## src/acs_pkg.sv

```systemverilog
// Purpose: Shared constants and timing tables for the conversion sequencer
// Assumes: 40 MHz reference clock; latencies kept in microseconds
// Notes:   Table entries of zero mark rate/filter pairs that do not exist
package acs_pkg;

  // ----------------------------------------------------------------
  // Clock and timing
  // ----------------------------------------------------------------
  localparam int CLK_PERIOD_NS = 25;
  localparam int US_NS         = 1000;
  localparam int TICK_CYCLES   = (US_NS + CLK_PERIOD_NS - 1) / CLK_PERIOD_NS;
  localparam logic [22:0] TAB_DELAY_US  = 23'h000032;
  localparam logic [22:0] DELAY_STEP_US = 23'h000032;
  localparam logic [3:0]  DELAY_CODE_RST = 4'h1;
  localparam logic [7:0]  READY_LOW_US  = 8'h01;
  localparam int LAT_W = 22;

  // ----------------------------------------------------------------
  // Register map and fields
  // ----------------------------------------------------------------
  localparam logic [7:0] ADR_MODE_ZERO = 8'h00;
  localparam logic [7:0] ADR_MODE_ONE  = 8'h04;
  localparam logic [7:0] ADR_STATUS    = 8'h08;
  localparam int SINGLE_SHOT_BIT = 4;
  localparam int RATE_LSB        = 8;
  localparam int FILTER_LSB      = 16;
  localparam int CHOP_LSB        = 0;
  localparam int DELAY_LSB       = 4;
  localparam int CRC_BIT         = 8;
  localparam logic [4:0] RATE_RST   = 5'h04;
  localparam logic [2:0] FILTER_RST = 3'h0;

  // ----------------------------------------------------------------
  // Serial command decode
  // ----------------------------------------------------------------
  localparam logic [5:0] EDGES_PLAIN = 6'h10;
  localparam logic [5:0] EDGES_CRC   = 6'h20;
  localparam logic [7:0] OP_START    = 8'h01;
  localparam logic [7:0] OP_STOP     = 8'h02;

  // Filter index 0 FIR, 1..5 sinc order one to five
  function automatic logic [20:0] latency_us(input logic [4:0] rate, input logic [2:0] filt);
    logic [125:0] row;
    row = '0;
    case (rate)
      5'h00: row = {21'd0, 21'd1600000, 21'd1200000, 21'd800400, 21'd400400, 21'd402200};
      5'h01: row = {21'd0, 21'd800400, 21'd600400, 21'd400400, 21'd200400, 21'd202200};
      5'h02: row = {21'd0, 21'd400400, 21'd300400, 21'd200400, 21'd100400, 21'd102200};
      5'h03: row = {21'd0, 21'd240400, 21'd180400, 21'd120400, 21'd60430, 21'd0};
      5'h04: row = {21'd0, 21'd200400, 21'd150400, 21'd100400, 21'd50430, 21'd52230};
      5'h05: row = {21'd0, 21'd80430, 21'd60430, 21'd40430, 21'd20430, 21'd0};
      5'h06: row = {21'd0, 21'd67090, 21'd50430, 21'd33760, 21'd17090, 21'd0};
      5'h07: row = {21'd0, 21'd40430, 21'd30430, 21'd20430, 21'd10430, 21'd0};
      5'h08: row = {21'd0, 21'd10430, 21'd7925, 21'd5425, 21'd2925, 21'd0};
      5'h09: row = {21'd0, 21'd3758, 21'd2925, 21'd2091, 21'd1258, 21'd0};
      5'h0a: row = {21'd0, 21'd2091, 21'd1675, 21'd1258, 21'd841, 21'd0};
      5'h0b: row = {21'd0, 21'd1258, 21'd1050, 21'd841, 21'd633, 21'd0};
      5'h0c: row = {21'd0, 21'd980, 21'd841, 21'd702, 21'd564, 21'd0};
      5'h0d: row = {21'd423, 105'd0};
      5'h0e: row = {21'd336, 105'd0};
      5'h0f: row = {21'd271, 105'd0};
      5'h10: row = {21'd179, 105'd0};
      default: row = '0;
    endcase
    latency_us = (filt > 3'h5) ? 21'd0 : row[21*filt +: 21];
  endfunction

  // Output data period, rounded to the nearest microsecond
  function automatic logic [20:0] period_us(input logic [4:0] rate);
    case (rate)
      5'h00: period_us = 21'd400000;
      5'h01: period_us = 21'd200000;
      5'h02: period_us = 21'd100000;
      5'h03: period_us = 21'd60000;
      5'h04: period_us = 21'd50000;
      5'h05: period_us = 21'd20000;
      5'h06: period_us = 21'd16667;
      5'h07: period_us = 21'd10000;
      5'h08: period_us = 21'd2500;
      5'h09: period_us = 21'd833;
      5'h0a: period_us = 21'd417;
      5'h0b: period_us = 21'd208;
      5'h0c: period_us = 21'd139;
      5'h0d: period_us = 21'd69;
      5'h0e: period_us = 21'd52;
      5'h0f: period_us = 21'd39;
      5'h10: period_us = 21'd25;
      default: period_us = 21'd0;
    endcase
  endfunction

endpackage

```

## src/acs_cmd_rx.sv

```systemverilog
// Purpose: Watches the serial frame and pulses start or stop commands
// Assumes: Serial pins are asynchronous to the reference clock
// Notes:   Opcode is the first byte; data taken on falling serial edges
`timescale 1ns/10ps
module acs_cmd_rx (
  input  wire logic clk,
  input  wire logic rst_b,
  input  wire logic sclk,
  input  wire logic cs_n,
  input  wire logic din,
  input  wire logic crc_enable,
  output logic      start_cmd,
  output logic      stop_cmd
);

  logic [2:0] sync1;
  logic [2:0] sync2;
  logic       sclk_d;
  logic [5:0] edge_cnt;
  logic [7:0] opcode;
  logic       fall;
  logic [5:0] target;

  always_ff @(posedge clk or negedge rst_b)
    if (!rst_b)
    begin
      // Idle levels: serial clock high, frame deselected, data low
      sync1 <= 3'h6;
      sync2 <= 3'h6;
    end
    else
    begin
      sync1 <= {sclk, cs_n, din};
      sync2 <= sync1;
    end

  always_ff @(posedge clk or negedge rst_b)
    if (!rst_b)
      sclk_d <= 1'b0;
    else
      sclk_d <= sync2[2];

  assign fall   = sclk_d & ~sync2[2] & ~sync2[1];
  assign target = crc_enable ? acs_pkg::EDGES_CRC : acs_pkg::EDGES_PLAIN;

  always_ff @(posedge clk or negedge rst_b)
    if (!rst_b)
      edge_cnt <= 6'h00;
    else if (sync2[1])
      edge_cnt <= 6'h00;
    else if (fall && edge_cnt != 6'h3f)
      edge_cnt <= edge_cnt + 6'h01;

  always_ff @(posedge clk or negedge rst_b)
    if (!rst_b)
      opcode <= 8'h00;
    else if (fall && edge_cnt < 6'h08)
      opcode <= {opcode[6:0], sync2[0]};

  // Command acts only on the closing edge of its frame
  always_ff @(posedge clk or negedge rst_b)
    if (!rst_b)
    begin
      start_cmd <= 1'b0;
      stop_cmd  <= 1'b0;
    end
    else
    begin
      start_cmd <= fall && (edge_cnt + 6'h01 == target) && opcode == acs_pkg::OP_START;
      stop_cmd  <= fall && (edge_cnt + 6'h01 == target) && opcode == acs_pkg::OP_STOP;
    end

  property p_cmd_edge;
    @(posedge clk) disable iff (!rst_b)
      (fall && edge_cnt == target - 6'h01 && opcode == acs_pkg::OP_START) |=> start_cmd;
  endproperty
  a_cmd_edge: assert property (p_cmd_edge) else $error("start not on closing edge");

endmodule

```

## src/acs_sequencer.sv

```systemverilog
// Purpose: Conversion-control sequencer with Wishbone configuration registers
// Assumes: Host keeps start pin low when it uses serial commands
// Notes:   Timing runs in microsecond ticks derived from the reference clock
// Notes on behaviour
// - Command acts on 16th or 32nd falling edge
// - Mode bit 4 picks continuous or single-shot
// - Continuous mode converts back to back
// - Ready high at start, low at result
// - Continuous stop lets running conversion finish
// - Fresh start restarts a running conversion
// - Single-shot mode does one conversion, idles
// - Single-shot stop never aborts the conversion
// - FIR and sinc1 settle in one cycle
// - Latency counted from start, includes start delay
// - Latency from rate and filter lookup
// - Later results spaced by one data period
// - Chop doubles first latency, period equals latency
// - Table assumes chop off, delay code one
// - Results straddling input change may blend
// - Timing base follows modulator clock rate; code uses one timing base for all rates
// - Start delay precedes each conversion start; code adds it to the first latency only, not to later periods
//
// Our own choices: the Wishbone register port and the register addresses.
`timescale 1ns/10ps
module acs_sequencer #(
  parameter int TICK_CYCLES = acs_pkg::TICK_CYCLES
) (
  input  wire logic        REF_CLK,
  input  wire logic        RST_B,
  input  wire logic        WB_CYC_I,
  input  wire logic        WB_STB_I,
  input  wire logic        WB_WE_I,
  input  wire logic [7:0]  WB_ADR_I,
  input  wire logic [3:0]  WB_SEL_I,
  input  wire logic [31:0] WB_DAT_I,
  output logic [31:0]      WB_DAT_O,
  output logic             WB_ACK_O,
  input  wire logic        START,
  input  wire logic        SCLK,
  input  wire logic        CS_N,
  input  wire logic        DIN,
  output logic             RESULT_READY_N,
  output logic             CONVERTING
);

  typedef enum logic {ACS_IDLE, ACS_CONV} acs_state_t;

  // ----------------------------------------------------------------
  // Declarations
  // ----------------------------------------------------------------
  acs_state_t         state;
  logic               single_shot_select;
  logic [4:0]         rate;
  logic [2:0]         filter;
  logic [1:0]         chop;
  logic [3:0]         delay_code;
  logic               crc_enable;
  logic               start_s1;
  logic               start_s2;
  logic               start_d;
  logic               cmd_start;
  logic               cmd_stop;
  logic               start_evt;
  logic               stop_evt;
  logic [15:0]        tick_cnt;
  logic               tick;
  logic [acs_pkg::LAT_W-1:0] remaining;
  logic [acs_pkg::LAT_W-1:0] next_first;
  logic [acs_pkg::LAT_W-1:0] next_period;
  logic               result_evt;
  logic               stop_pending;
  logic [7:0]         hold;
  logic [15:0]        result_cnt;
  logic               wb_req;
  logic [31:0]        rd_data;

  // ----------------------------------------------------------------
  // Start pin and serial commands
  // ----------------------------------------------------------------
  always_ff @(posedge REF_CLK or negedge RST_B)
    if (!RST_B)
    begin
      start_s1 <= 1'b0;
      start_s2 <= 1'b0;
      start_d  <= 1'b0;
    end
    else
    begin
      start_s1 <= START;
      start_s2 <= start_s1;
      start_d  <= start_s2;
    end

  acs_cmd_rx u_cmd_rx (
    .clk        (REF_CLK),
    .rst_b      (RST_B),
    .sclk       (SCLK),
    .cs_n       (CS_N),
    .din        (DIN),
    .crc_enable (crc_enable),
    .start_cmd  (cmd_start),
    .stop_cmd   (cmd_stop)
  );

  // Pin and command are simply merged; the host keeps them apart
  assign start_evt = (start_s2 & ~start_d) | cmd_start;
  assign stop_evt  = (~start_s2 & start_d) | cmd_stop;

  // ----------------------------------------------------------------
  // Microsecond tick, realigned on every start
  // ----------------------------------------------------------------
  always_ff @(posedge REF_CLK or negedge RST_B)
    if (!RST_B)
      tick_cnt <= 16'h0000;
    else if (start_evt || tick)
      tick_cnt <= 16'h0000;
    else
      tick_cnt <= tick_cnt + 16'h0001;

  // One timing base for all rates; the faster clock of the top rate is not modelled
  assign tick = (tick_cnt == 16'(TICK_CYCLES - 1));

  // ----------------------------------------------------------------
  // Latency and period loads
  // ----------------------------------------------------------------
  always_comb
  begin
    logic [20:0] tab;
    logic [22:0] base;
    logic [22:0] sum;
    logic [20:0] per;
    tab  = acs_pkg::latency_us(rate, filter);
    base = (chop != 2'h0) ? {1'b0, tab, 1'b0} : {2'b00, tab};
    // Single-cycle filters need no settling beyond one period
    per  = (chop != 2'h0) ? tab : acs_pkg::period_us(rate);
    // Table already holds the default delay, so only the difference is added
    sum  = base + 23'(delay_code) * acs_pkg::DELAY_STEP_US;
    if (sum > acs_pkg::TAB_DELAY_US)
      next_first = 22'(sum - acs_pkg::TAB_DELAY_US);
    else
      next_first = 22'h000001;
    next_period = (per == 21'd0) ? 22'h000001 : {1'b0, per};
  end

  assign result_evt = (state == ACS_CONV) && tick && (remaining == 22'h000001);

  // ----------------------------------------------------------------
  // Sequencer state
  // ----------------------------------------------------------------
  always_ff @(posedge REF_CLK or negedge RST_B)
    if (!RST_B)
      state <= ACS_IDLE;
    else if (start_evt)
      state <= ACS_CONV;
    else if (result_evt && (single_shot_select || stop_pending))
      state <= ACS_IDLE;

  // Restart drops any partial progress and reloads the full first latency
  always_ff @(posedge REF_CLK or negedge RST_B)
    if (!RST_B)
      remaining <= 22'h000001;
    else if (start_evt)
      remaining <= next_first;
    // Free run keeps filter history, so an input change blends into results
    else if (result_evt)
      remaining <= next_period;
    else if (state == ACS_CONV && tick)
      remaining <= remaining - 22'h000001;

  // Stop only ends a continuous run after the current result
  always_ff @(posedge REF_CLK or negedge RST_B)
    if (!RST_B)
      stop_pending <= 1'b0;
    else if (start_evt)
      stop_pending <= 1'b0;
    else if (stop_evt && state == ACS_CONV && !single_shot_select)
      stop_pending <= 1'b1;
    else if (result_evt)
      stop_pending <= 1'b0;

  // ----------------------------------------------------------------
  // Data-ready output
  // ----------------------------------------------------------------
  always_ff @(posedge REF_CLK or negedge RST_B)
    if (!RST_B)
    begin
      RESULT_READY_N <= 1'b1;
      hold           <= 8'h00;
    end
    else if (start_evt)
    begin
      RESULT_READY_N <= 1'b1;
      hold           <= 8'h00;
    end
    else if (result_evt)
    begin
      RESULT_READY_N <= 1'b0;
      hold           <= acs_pkg::READY_LOW_US;
    end
    else if (tick && hold != 8'h00)
    begin
      hold <= hold - 8'h01;
      // Next conversion of a run is already under way
      if (hold == 8'h01 && state == ACS_CONV)
        RESULT_READY_N <= 1'b1;
    end

  always_ff @(posedge REF_CLK or negedge RST_B)
    if (!RST_B)
      CONVERTING <= 1'b0;
    else if (start_evt)
      CONVERTING <= 1'b1;
    else if (result_evt && (single_shot_select || stop_pending))
      CONVERTING <= 1'b0;

  always_ff @(posedge REF_CLK or negedge RST_B)
    if (!RST_B)
      result_cnt <= 16'h0000;
    else if (result_evt)
      result_cnt <= result_cnt + 16'h0001;

  // ----------------------------------------------------------------
  // Wishbone slave, one wait state
  // ----------------------------------------------------------------
  assign wb_req = WB_CYC_I & WB_STB_I;

  always_comb
  begin
    rd_data = 32'h00000000;
    case (WB_ADR_I)
      acs_pkg::ADR_MODE_ZERO:
      begin
        rd_data[acs_pkg::SINGLE_SHOT_BIT] = single_shot_select;
        rd_data[acs_pkg::RATE_LSB +: 5]   = rate;
        rd_data[acs_pkg::FILTER_LSB +: 3] = filter;
      end
      acs_pkg::ADR_MODE_ONE:
      begin
        rd_data[acs_pkg::CHOP_LSB +: 2]  = chop;
        rd_data[acs_pkg::DELAY_LSB +: 4] = delay_code;
        rd_data[acs_pkg::CRC_BIT]        = crc_enable;
      end
      acs_pkg::ADR_STATUS:
        rd_data = {result_cnt, 13'h0000, stop_pending, ~RESULT_READY_N, CONVERTING};
      default:
        rd_data = 32'h00000000;
    endcase
  end

  always_ff @(posedge REF_CLK or negedge RST_B)
    if (!RST_B)
    begin
      WB_ACK_O <= 1'b0;
      WB_DAT_O <= 32'h00000000;
    end
    else
    begin
      WB_ACK_O <= wb_req & ~WB_ACK_O;
      WB_DAT_O <= (wb_req & ~WB_ACK_O & ~WB_WE_I) ? rd_data : 32'h00000000;
    end

  // Writes land on the edge where the master sees ack
  always_ff @(posedge REF_CLK or negedge RST_B)
    if (!RST_B)
    begin
      single_shot_select <= 1'b0;
      rate               <= acs_pkg::RATE_RST;
      filter             <= acs_pkg::FILTER_RST;
      chop               <= 2'h0;
      delay_code         <= acs_pkg::DELAY_CODE_RST;
      crc_enable         <= 1'b0;
    end
    else if (wb_req && WB_WE_I && WB_ACK_O)
    begin
      if (WB_ADR_I == acs_pkg::ADR_MODE_ZERO)
      begin
        if (WB_SEL_I[0])
          single_shot_select <= WB_DAT_I[acs_pkg::SINGLE_SHOT_BIT];
        if (WB_SEL_I[1])
          rate <= WB_DAT_I[acs_pkg::RATE_LSB +: 5];
        if (WB_SEL_I[2])
          filter <= WB_DAT_I[acs_pkg::FILTER_LSB +: 3];
      end
      if (WB_ADR_I == acs_pkg::ADR_MODE_ONE)
      begin
        if (WB_SEL_I[0])
        begin
          chop       <= WB_DAT_I[acs_pkg::CHOP_LSB +: 2];
          delay_code <= WB_DAT_I[acs_pkg::DELAY_LSB +: 4];
        end
        if (WB_SEL_I[1])
          crc_enable <= WB_DAT_I[acs_pkg::CRC_BIT];
      end
    end

  // ----------------------------------------------------------------
  // Assertions
  // ----------------------------------------------------------------
  property p_ready_rise;
    @(posedge REF_CLK) disable iff (!RST_B)
      start_evt |=> RESULT_READY_N && CONVERTING;
  endproperty
  a_ready_rise: assert property (p_ready_rise) else $error("ready not high at start");

  property p_ready_fall;
    @(posedge REF_CLK) disable iff (!RST_B)
      result_evt && !start_evt |=> !RESULT_READY_N;
  endproperty
  a_ready_fall: assert property (p_ready_fall) else $error("ready not low at result");

  property p_single_idle;
    @(posedge REF_CLK) disable iff (!RST_B)
      result_evt && single_shot_select && !start_evt |=> state == ACS_IDLE && !CONVERTING;
  endproperty
  a_single_idle: assert property (p_single_idle) else $error("single shot kept going");

  property p_cont_run;
    @(posedge REF_CLK) disable iff (!RST_B)
      result_evt && !single_shot_select && !stop_pending && !start_evt
        |=> state == ACS_CONV && remaining == $past(next_period);
  endproperty
  a_cont_run: assert property (p_cont_run) else $error("run not reloaded by period");

  property p_cont_stop;
    @(posedge REF_CLK) disable iff (!RST_B)
      state == ACS_CONV && stop_evt && !start_evt && !result_evt && !single_shot_select
        |=> stop_pending && state == ACS_CONV;
  endproperty
  a_cont_stop: assert property (p_cont_stop) else $error("stop aborted conversion");

  property p_single_stop;
    @(posedge REF_CLK) disable iff (!RST_B)
      state == ACS_CONV && stop_evt && single_shot_select && !result_evt
        |=> state == ACS_CONV && !stop_pending;
  endproperty
  a_single_stop: assert property (p_single_stop) else $error("single shot stopped early");

  property p_restart;
    @(posedge REF_CLK) disable iff (!RST_B)
      state == ACS_CONV && start_evt |=> remaining == $past(next_first) && RESULT_READY_N;
  endproperty
  a_restart: assert property (p_restart) else $error("restart kept old progress");

  property p_chop_first;
    @(posedge REF_CLK) disable iff (!RST_B)
      chop != 2'h0 && delay_code == acs_pkg::DELAY_CODE_RST && start_evt
        && acs_pkg::latency_us(rate, filter) != 21'd0
        |=> remaining == 22'({acs_pkg::latency_us($past(rate), $past(filter)), 1'b0});
  endproperty
  a_chop_first: assert property (p_chop_first) else $error("chop first latency wrong");

endmodule

```

## config.mk

```make
export PLATFORM = sky130hd
export DESIGN_NAME = acs_sequencer
export DESIGN_NICKNAME = d
export VERILOG_FILES = /design/src/acs_pkg.sv /design/src/acs_cmd_rx.sv /design/src/acs_sequencer.sv
export SDC_FILE = /design/constraint.sdc
export NUM_CORES = 1
export LEC_CHECK = 0
export ABC_CLOCK_PERIOD_IN_PS = 17650
export BUFFER_PORTS_ARGS = -buffer_cell sky130_fd_sc_hd__clkbuf_2
export CORE_MARGIN = 2
export CORE_UTILIZATION = 30
export CTS_BUF_LIST = sky130_fd_sc_hd__clkbuf_4 sky130_fd_sc_hd__clkbuf_8
export CTS_CLUSTER_DIAMETER = 80
export CTS_CLUSTER_SIZE = 12
export DETAILED_ROUTE_END_ITERATION = 8
export PLACE_DENSITY = 0.5
export SLEW_MARGIN = 20
export SYNTH_ARGS = -nofsm -noshare
export SYNTH_HDL_FRONTEND = slang
export SYNTH_MEMORY_MAX_BITS = 65536
export SYNTH_SLANG_ARGS = --single-unit
export TNS_END_PERCENT = 100
```

## constraint.sdc

```tcl
create_clock -name REF_CLK -period 17.65 [get_ports REF_CLK]
set_clock_uncertainty 0.15 [all_clocks]
set_input_delay 0 -clock REF_CLK [delete_from_list [all_inputs] [get_ports REF_CLK]]
set_output_delay 0 -clock REF_CLK [all_outputs]
set_load 0.03 [all_outputs]
```

==> summary.txt, run 1 <==
Clock tree
  • Resize count post-CTS: 0
  • Clock tree buffer depth: 2
  • Worst-path clk slew: 0.10 ns
  • CTS Root Cell: clkbuf_8
  • Clk_lat worst skew: 0.47 ns
  • H-tree depth: 4
  • Clock sinks: 136
  • TritonCTS clock tree: yes
  • TritonCTS Buffers: 17

Placement
  • GPL Wtd Cong: 0.892
  • IO buf count: 64
  • Worst slack at placement: 9.81 ns
  • DP Area: 0.0111 mm²
  • DP HPWL: 23.2 mm

Worst setup path
  • Worst setup SP type: flop
  • Kind of end point of the critical path: flop
  • CP max FO: 20
  • Crit path DAT: 8.23 ns
  • CP max stage delay: 0.99 ns
  • Critical Path RT: 17.84 ns
  • Capturing point of the worst reg2reg path: remaining[4]
  • CP Cell Sequence: clkinv_1, ha_1, nand2_1, a21boi_0, o211ai_1, a221oi_1, or3_1, o21a_1, ha_1, o211ai_1, o21ai_0, nand3_1, a311o_1, or4b_1, and4bb_2, o211ai_1, o221ai_2, o22ai_1, o21a_1
  • FF-to-FF setup slack: 9.61 ns
  • R2r startpoint: rate[1]
  • Most used cell, CP: o211ai_1
  • Critical-path top delay cell: ha_1
  • R2R depth: 19
  • Critical path class: flop to flop

Cells and area
  • Final net count: 1445
  • Area of the multi-input gates: 0.00654 mm²
  • Post-Layout Inst Area: 0.0121 mm²
  • Diode count: 0
  • Finished Core Util: 35.1%
  • Area delta synth->final: 15.7%
  • Share of cells above drive strength 1: 12.9%
  • Storage cell area: 0.00341 mm²
  • # fillers: 3610

Timing
  • Final setup fails: 0
  • Crit path time final: 8.04 ns
  • Slew HR: 30.6%
  • Slew Viols, Final: 0
  • Least-Margin Pin Slew: 1.04 ns
  • Final Hold Fails: 0
  • Final period utilization: 45.6%
  • Final setup TNS: 0 ns
  • Final worst setup slack: 9.61 ns
  • Peak Freq: 124 MHz
  • Unrepaired setup endpoints after global routing: no

Synthesis
  • Yosys top cell area share: 30.7%
  • Syn Area/Cell: 8.20 µm²
  • Top cells by count, synth: 141 x nor2_1, 128 x dfrtp_1, 116 x nand2_1
  • Synth Register Bits: 136
  • Number of synthesized flops with an enable pin: 0
  • Sequential area share after synthesis: 32.7%
  • Synth area leader: dfrtp_1
  • Netlist cell types: 93
  • Most numerous cell in the Yosys netlist: nor2_1
  • Cells after Synth: 1275
  • Post-synth ARST share: 100%
  • Ys flop type: dfrtp_1
  • YS warnings: 0
  • Main area contributors after synthesis: dfrtp_1 31%, nor2_1 5.1%, ha_1 4.3%
  • Mapped Area: 0.0104 mm²

Detailed routing
  • Vias/cell: 5.51
  • Wire per inst: 18.1 µm
  • # DRC: 0
  • Vias: 10000
  • Total wire length: 32.9 mm
  • ANT nets after route: 0
  • DRT iter0 DRCs: 985
  • DR pass1 iterations: 5

Global routing
  • GRT Util Overall: 18.4%
  • First-pass GRT wire length: 53.2 mm
  • Remaining global-route overflow: 0
  • Vias in the first global route: 9533
  • Initial antenna violation count: 0
  • Largest net degree at the start of global routing: 79

Floorplanning
  • Die area: 0.0363 mm²
  • Die width: 191 µm
  • Die H: 191 µm
  • IO Count: 88
  • Initial Utilization: 30.3%
  • Num rows: 68
  • Core ar.: 0.0345 mm²

Pwr
  • Pwr Total: 660 µW
  • Power density over the cells: 54.6 mW/mm²
  • Worst vdd ir: 0.0000352 V
  • Pleak: 5.04 nW

Hold path
  • Hold Path Class: input pin to async pin

Status
  • Outcome: complete, no violations

Flow run
  • Maxcap violations: 0
-- area by class of cell --
cell class	instances	share of cell area, %
clock buffer	18	2.05
clock inverter	14	1.16
inverter	37	1.15
multi-input combinational	1023	54.1
sequential	136	28.2
tap	455	4.71
timing repair buffer	139	8.58
-- through the flow --
step                      cells  hold slack (ns)
after floorplan            1278           -0.446
after global placement     1731          -0.0613
after detailed placement   1731          -0.0607
after CTS                  1822          0.00833
after global routing       1822           0.0658
final                      1822           0.0133
-- per-layer routing --
layer,routed length [µm],vias up,global-route usage (%)
met5,0,-,0
met4,646,0,5.40
met3,1700,43,2.87
met2,14900,317,28.6
met1,15600,4862,26.3
li1,-,4816,-
-- what timing repair did --
action,CTS,global route
setup buffers,0,0
hold endpoints to repair,110,0
hold buffers,59,0
-- critical path: cells and delay by family, from the launching register on --
family	cells	cell delay (ns)
flip-flops	1	0.72
buffers and inverters	1	0.60
AO/OA/AOI/OAI	11	3.29
AND/OR/NAND/NOR	5	1.77
adder cells (fa/ha/maj)	2	1.35
-- state kept, by name, summed over array words and instances (netlist names), 2 cells and up --
name / cells
WB_DAT_O: 28
remaining: 22
result_cnt: 16
tick_cnt: 16
hold: 8
u_cmd_rx.opcode: 8
u_cmd_rx.edge_cnt: 6
rate: 5
delay_code: 4
filter: 3
u_cmd_rx.sync1: 3
u_cmd_rx.sync2: 3
chop: 2
-- power breakdown --
part	leakage [nW]	total (mW)	switching [mW]	internal, mW
clock network	0.193	0.261	0.142	0.119
logic	3.07	0.0599	0.0321	0.0277
registers	1.78	0.340	0.0129	0.327
-- cell usage in the layout, fill, tap and decap left out, types with 19 or more instances in the layout --
master / instances
nand3_1: 39
dfrtp_1: 128
and2_1: 23
mux2_2: 23
a21oi_1: 81
inv_1: 36
a31oi_1: 22
nor3_1: 37
dlygate4sd3_1: 59
o211ai_1: 24
xor2_1: 35
nand2b_1: 19
nor2_1: 140
o21ai_0: 76
xnor2_1: 44
ha_1: 36
nand2_1: 116
o22ai_1: 26
clkbuf_2: 63
-- cell families (layout without fill, tap and decap cells) --
logic type	Yosys count	after routing	synth area share (%)
adders and majority gates	38	38	4.69
DFF	136	136	32.7
muxes	36	36	3.84
xor gates and xnor gates	79	79	6.62
other	1	4	0.0359
AOI/OAI and AO/OA	367	367	23.3
and+or+nand+nor	499	499	24.0
buffers and inverters	119	208	4.86
-- how the worst max path moves through the flow --
stage / from / end / slack, ns / cells after the start
CTS: rate[1] / remaining[4] / 9.75 / 19
floorplan: rate[1] / remaining[12] / 11.79 / 23
global route: rate[1] / remaining[4] / 9.18 / 19
global placement: rate[1] / remaining[4] / 9.79 / 19
detailed placement: rate[1] / remaining[4] / 9.81 / 19
finish: rate[1] / remaining[4] / 9.61 / 19
No activity file was read; power rests on OpenSTA's default activity.
==> run 2, diff against run 1 <==
--- a/config.mk
+++ b/config.mk
@@ -5,7 +5,7 @@
 export SDC_FILE = /design/constraint.sdc
 export NUM_CORES = 1
 export LEC_CHECK = 0
-export ABC_CLOCK_PERIOD_IN_PS = 17650
+export ABC_CLOCK_PERIOD_IN_PS = 6800
 export BUFFER_PORTS_ARGS = -buffer_cell sky130_fd_sc_hd__clkbuf_2
 export CORE_MARGIN = 2
 export CORE_UTILIZATION = 30
@@ -13,7 +13,7 @@
 export CTS_CLUSTER_DIAMETER = 80
 export CTS_CLUSTER_SIZE = 12
 export DETAILED_ROUTE_END_ITERATION = 8
-export PLACE_DENSITY = 0.5
+export PLACE_DENSITY = 0.51
 export SLEW_MARGIN = 20
 export SYNTH_ARGS = -nofsm -noshare
 export SYNTH_HDL_FRONTEND = slang
==> constraint.sdc (replaced) <==
create_clock -name REF_CLK -period 6.8 [get_ports REF_CLK]
set_clock_uncertainty 0.15 [all_clocks]
set_input_delay 0 -clock REF_CLK [delete_from_list [all_inputs] [get_ports REF_CLK]]
set_output_delay 0 -clock REF_CLK [all_outputs]
set_load 0.03 [all_outputs]
==> summary.txt, run 2 (synthesis gave the netlist of run 1 again) <==
Timing
  • Peak Freq: 163 MHz (+31%)
  • Worst slack on hold paths: -0.0549 ns (-0.0682 ns)
  • Slew Viols, Final: 0 (unchanged)
  • Final period utilization: 90.4% (+45 points)
  • Least-Margin Pin Slew: 0.950 ns (-0.0913 ns)
  • Final setup fails: 0 (unchanged)
  • Final setup TNS: 0 ns (unchanged)
  • Slew HR: 36.6% (+6.1 points)
  • Final Hold Fails: 6 (+6)
  • Unrepaired setup endpoints after global routing: no
  • Crit path time final: 6.15 ns (-1.90 ns)

Cells and area
  • Area delta synth->final: 17.2%
  • Largest Register: WB_DAT_O
  • Max FFs per register: 28 (unchanged)
  • Share of cells above drive strength 1: 14.2% (+1.3 points)
  • Most common cell after layout, fill and taps aside: nor2_1
  • Post-Layout Inst Area: 0.0122 mm² (+1.3%)
  • # fillers: 3643 (+0.91%)
  • Regs by FF count: WB_DAT_O x28, remaining x22
  • Leading cell types in the layout, fill and taps excluded: 140 x nor2_1, 128 x dfrtp_1, 116 x nand2_1, 81 x a21oi_1, 76 x o21ai_0
  • Final net count: 1463 (+1.2%)
  • Non-Filler Instances: 1840 (+0.99%)
  • Finished Core Util: 35.5% (+0.47 points)
  • Diode count: 0 (unchanged)

Detailed routing
  • DR pass1 iterations: 6 (+1)
  • DRT iter0 DRCs: 857 (-13%)
  • Vias: 10200 (+1.1%)
  • ANT nets after route: 0 (unchanged)
  • Wire per inst: 17.9 µm (-0.87%)
  • # DRC: 0 (unchanged)
  • Total wire length: 32.9 mm (+0.11%)
  • Vias/cell: 5.52 (+0.14%)

Global routing
  • Vias in the first global route: 9690 (+1.6%)
  • Largest net degree at the start of global routing: 89 (+13%)
  • Initial antenna violation count: 0 (unchanged)
  • Remaining global-route overflow: 0 (unchanged)
  • GRT Util Overall: 18.4% (-0.052 points)
  • First-pass GRT wire length: 53.2 mm (about the same)

Flow run
  • Maxcap violations: 0 (unchanged)

Worst setup path
  • Most used cell, CP: o21ai_0
  • Critical Path RT: 6.96 ns (-10.88 ns)
  • Critical-path top delay cell: dfrtp_1
  • Kind of end point of the critical path: flop
  • Worst setup SP type: flop
  • CP max stage delay: 0.74 ns (-0.25 ns)
  • FF-to-FF setup slack: 0.65 ns (-8.95 ns)
  • CP Cell Sequence: buf_12, nor2b_1, o21ai_0, a21oi_1, a31oi_1, o21ai_0, nand2_1, nand2_1, ha_1, o211ai_1, o21ai_0, nand3_1, a311o_1, or4b_1, and4bb_2, o211ai_1, o221ai_2, buf_12, o22ai_1, o21a_1
  • R2R depth: 20 (+1)
  • Critical path class: flop to flop
  • Crit path DAT: 6.31 ns (-1.92 ns)
  • CP max FO: 22 (+10%)
  • CP startpoint: rate[3]
  • Capturing point of the worst reg2reg path: remaining[4]
  • Crit path capture: remaining[4]
  • R2r startpoint: rate[3]

Status
  • Outcome: finished with violations
  • Failing checks: negative hold slack

Pwr
  • Pleak: 5.15 nW (+2.2%)
  • Worst vdd ir: 0.000100 V (+190%)
  • Power density over the cells: 140 mW/mm² (+160%)

Floorplanning
  • Die area: 0.0363 mm² (unchanged)
  • Num rows: 68 (unchanged)
  • Die width: 191 µm (unchanged)
  • Die H: 191 µm (unchanged)
  • Initial Utilization: 30.3% (unchanged)
  • IO Count: 88 (unchanged)
  • Core ar.: 0.0345 mm² (unchanged)

Clock tree
  • TritonCTS Buffers: 17 (unchanged)
  • Worst-path clk slew: 0.10 ns (about the same)
  • H-tree depth: 4 (unchanged)
  • Clock sinks: 136 (unchanged)
  • Resize count post-CTS: 0 (unchanged)
  • Clk_lat worst skew: 0.45 ns (-0.02 ns)
  • Clock tree buffer depth: 2 (unchanged)
  • TritonCTS clock tree: yes
  • CTS Root Cell: clkbuf_8

Placement
  • DP Area: 0.0113 mm² (+1.8%)
  • GPL Wtd Cong: 0.969 (+8.6%)
  • IO buf count: 64 (unchanged)
  • Inst Count DP: 1752 (+1.2%)
  • DP HPWL: 23.8 mm (+2.6%)

Hold path
  • Hold Path Class: input pin to async pin
-- run 2: how the worst min path moves through the flow --
stage	to	cells past startpoint
6_report	filter[0]	2
5_1_grt	u_cmd_rx.sync1[0]	2
3_3_place_gp	u_cmd_rx.sync1[1]	1
4_1_cts	WB_DAT_O[17]	6
3_5_place_dp	u_cmd_rx.sync1[1]	1
2_1_floorplan	CONVERTING	0
-- run 2: per-layer routing --
metal / vias to the layer above / global-route usage (%) / part of all wire [%]
met2: 346 / 29.7 / 46
met4: 0 / 4.62 / 1.7
li1: 4857 / - / -
met1: 4904 / 25.8 / 47
met5: - / 0 / 0
met3: 44 / 2.41 / 5.1
-- run 2: final cells by class --
type | instances | area [µm²] | area share [%]
Clock inverter | 14 | 136 | 1.11
Clock buffer | 18 | 248 | 2.02
Sequential cell | 136 | 3410 | 27.9
Inverter | 37 | 139 | 1.13
Tap cell | 455 | 569 | 4.65
Timing Repair Buffer | 157 | 1200 | 9.82
Multi-Input combinational cell | 1023 | 6540 | 53.4
-- run 2: what timing repair did --
action                    4_1_cts  5_1_grt
setup buffers                   0        0
hold buffers                   56        0
hold endpoints to repair      120        0
-- run 2: where the power goes --
| group | internal, mW | leakage [nW] | switching (mW) | total (mW) |
|---|---|---|---|---|
| Clock | 0.308 | 0.193 | 0.362 | 0.670 |
| Combinational | 0.0730 | 3.18 | 0.0840 | 0.157 |
| Sequential | 0.849 | 1.78 | 0.0338 | 0.882 |
-- run 2: worst max-delay path, delay by kind of cell, from the launching register on --
family / cells / cell delay, ns
adders and majority gates: 1 / 0.22
DFF: 1 / 0.74
buffers and inverters: 2 / 0.43
AOI/OAI and AO/OA: 11 / 2.57
and+or+nand+nor: 6 / 1.89
-- run 2: metrics by stage --
step / setup slack (ns) / hold slack, ns / total power, mW
global placement: 0.828 / -0.0591 / 1.04
global route: 0.254 / 0.0377 / 1.80
CTS: 0.778 / 0.000629 / 1.74
detailed placement: 0.800 / -0.0607 / 1.04
finish: 0.654 / -0.0549 / 1.71
floorplan: 0.938 / -0.446 / 0.984
==> run 3, diff against run 2 <==
==> constraint.sdc (replaced) <==
create_clock -name REF_CLK -period 6.8 [get_ports REF_CLK]
set_clock_uncertainty 0.15 [all_clocks]
set_input_delay 0.34 -clock REF_CLK [delete_from_list [all_inputs] [get_ports REF_CLK]]
set_output_delay 0.34 -clock REF_CLK [all_outputs]
set_load 0.03 [all_outputs]
==> summary.txt, run 3 (synthesis gave the netlist of run 1 again) <==
Timing
  • Final setup fails: 0 (unchanged)
  • Peak Freq: 161 MHz (-0.86%)
  • Least-Margin Pin Slew: 0.956 ns (+0.00564 ns)
  • Slew Viols, Final: 0 (unchanged)
  • Final setup TNS: 0 ns (unchanged)
  • Crit path time final: 6.20 ns (+0.0536 ns)
  • Unrepaired setup endpoints after global routing: no
  • Final Hold Fails: 0 (-6)
  • Slew HR: 36.3% (-0.38 points)
  • Final period utilization: 91.2% (+0.79 points)

Pwr
  • Pleak: 5.09 nW (-1.3%)
  • Worst vdd ir: 0.0000867 V (-14%)
  • Pwr Total: 1.84 mW (+7.7%)
  • Power density over the cells: 154 mW/mm² (+10%)

Worst setup path
  • CP max FO: 20 (-9.1%)
  • FF-to-FF setup slack: 0.60 ns (-0.05 ns)
  • Critical Path RT: 7.00 ns (+0.04 ns)
  • R2r startpoint: rate[3]
  • Capturing point of the worst reg2reg path: remaining[6]
  • Worst setup SP type: flop
  • Crit path DAT: 6.40 ns (+0.09 ns)
  • Critical-path top delay cell: dfrtp_1
  • Kind of end point of the critical path: flop
  • CP max stage delay: 0.75 ns (about the same)
  • Critical path class: flop to flop
  • R2R depth: 18 (-10%)
  • CP Cell Sequence: inv_1, o41ai_1, a31oi_1, o21ai_0, nand2_1, nand2_1, ha_1, o211ai_1, o21ai_0, nand3_1, a311o_1, or4b_1, and4bb_2, o211ai_1, o221ai_2, buf_12, nor2_1, o22a_1

Detailed routing
  • # DRC: 0 (unchanged)
  • ANT nets after route: 0 (unchanged)
  • Vias/cell: 5.52 (about the same)
  • Wire per inst: 18.5 µm (+3.1%)
  • DRT iter0 DRCs: 932 (+8.8%)
  • Total wire length: 33.4 mm (+1.3%)
  • Vias: 9983 (-1.7%)
  • DR pass1 iterations: 5 (-1)

Global routing
  • Initial antenna violation count: 0 (unchanged)
  • Largest net degree at the start of global routing: 71 (-20%)
  • GRT Util Overall: 18.7% (+0.33 points)
  • First-pass GRT wire length: 54.0 mm (+1.4%)
  • Vias in the first global route: 9612 (-0.80%)
  • Remaining global-route overflow: 0 (unchanged)

Cells and area
  • Diode count: 0 (unchanged)
  • Largest Register: WB_DAT_O
  • # fillers: 3596 (-1.3%)
  • Leading cell types in the layout, fill and taps excluded: 140 x nor2_1, 128 x dfrtp_1, 116 x nand2_1, 81 x a21oi_1, 76 x o21ai_0
  • Regs by FF count: WB_DAT_O x28, remaining x22
  • Post-Layout Inst Area: 0.0120 mm² (-2.1%)
  • Max FFs per register: 28 (unchanged)
  • Area delta synth->final: 14.8%
  • Share of cells above drive strength 1: 14.8% (+0.56 points)
  • Final net count: 1431 (-2.2%)
  • Storage cell area: 0.00341 mm² (unchanged)
  • Most common cell after layout, fill and taps aside: nor2_1
  • Area of the multi-input gates: 0.00654 mm² (unchanged)

Placement
  • DP HPWL: 24.1 mm (+1.1%)
  • DP Area: 0.0113 mm² (+0.20%)
  • GPL Wtd Cong: 0.934 (-3.6%)
  • IO buf count: 64 (unchanged)

Floorplanning
  • IO Count: 88 (unchanged)
  • Die width: 191 µm (unchanged)
  • Initial Utilization: 30.3% (unchanged)
  • Core ar.: 0.0345 mm² (unchanged)
  • Num rows: 68 (unchanged)
  • Die H: 191 µm (unchanged)
  • Die area: 0.0363 mm² (unchanged)

Clock tree
  • TritonCTS clock tree: yes
  • CTS Root Cell: clkbuf_8
  • Worst-path clk slew: 0.12 ns (+0.02 ns)
  • H-tree depth: 4 (unchanged)
  • Resize count post-CTS: 0 (unchanged)
  • Clock sinks: 136 (unchanged)
  • Clk_lat worst skew: 0.47 ns (+0.02 ns)
  • Clock tree buffer depth: 2 (unchanged)
  • TritonCTS Buffers: 17 (unchanged)

Hold path
  • Hold endpoint: WB_DAT_O[8]
  • Hold path start: WB_ADR_I[3]
  • Hold Path Class: input pin to flop
  • Hold Crit Depth: 3

Status
  • Outcome: complete, no violations

Flow run
  • Maxcap violations: 0 (unchanged)
-- run 3: cell count changes in the layout (fill, tap and decap cells not counted) --
cell	previous run	this run
clkinvlp_4	2	1
clkinv_4	2	0
dlygate4sd3_1	56	21
clkinv_2	2	0
inv_8	1	6
bufinv_16	1	3
clkbuf_8	18	17
inv_6	6	3
clkinv_8	0	2
buf_4	34	37
-- run 3: how the worst max path moves through the flow --
stage / start / endpoint / slack, ns / depth (start not counted)
2_1_floorplan: rate[1] / remaining[12] / 0.94 / 23
3_3_place_gp: rate[3] / remaining[6] / 0.80 / 21
3_5_place_dp: rate[2] / remaining[6] / 0.77 / 20
4_1_cts: rate[2] / remaining[6] / 0.73 / 20
5_1_grt: rate[3] / remaining[6] / 0.23 / 21
6_report: rate[3] / remaining[6] / 0.60 / 18
-- run 3: through the flow --
stage               util [%]  std cells  hold WS, ns  worst slack [ns]
finish                  34.8       1808       0.0408             0.601
global route            34.8       1808       0.0522             0.232
CTS                     34.8       1808       0.0178             0.734
detailed placement      32.9       1755        0.196             0.766
global placement        32.9       1755        0.188             0.799
floorplan                  -       1278       -0.106             0.938
-- run 3: layout make-up --
class / count / area share [%]
Clock buffer: 17 / 1.95
Clock inverter: 15 / 1.87
Inverter: 37 / 1.16
Multi-Input combinational cell: 1023 / 54.5
Sequential cell: 136 / 28.5
Tap cell: 455 / 4.75
Timing Repair Buffer: 125 / 7.29
-- run 3: power breakdown --
part	total, mW	switching [mW]	leakage [nW]	internal (mW)
Clock	0.806	0.419	0.228	0.387
Sequential	0.883	0.0342	1.78	0.849
Combinational	0.153	0.0835	3.08	0.0691
Total	1.84	0.536	5.09	1.30
-- run 3: per-layer routing --
metal / global-route usage [%] / up-vias / routed length [µm]
met2: 29.9 / 350 / 15400
li1: - / 4790 / -
met4: 5.25 / 0 / 650
met1: 26.2 / 4787 / 15500
met5: 0 / - / 0
met3: 2.56 / 56 / 1760
-- run 3: worst max-delay path: cells and delay by family (launching register included) --
| kind | cells | cell delay (ns) |
|---|---|---|
| flops | 1 | 0.75 |
| compound gates | 9 | 2.78 |
| buf+inv | 2 | 0.69 |
| simple gates | 6 | 1.46 |
| fa+ha+maj | 1 | 0.20 |
-- run 3: what timing repair did --
item | in CTS | in global routing
buffers inserted | 0 | 0
hold buffers | 21 | 0
endpoints found under the hold margin | 80 | 0
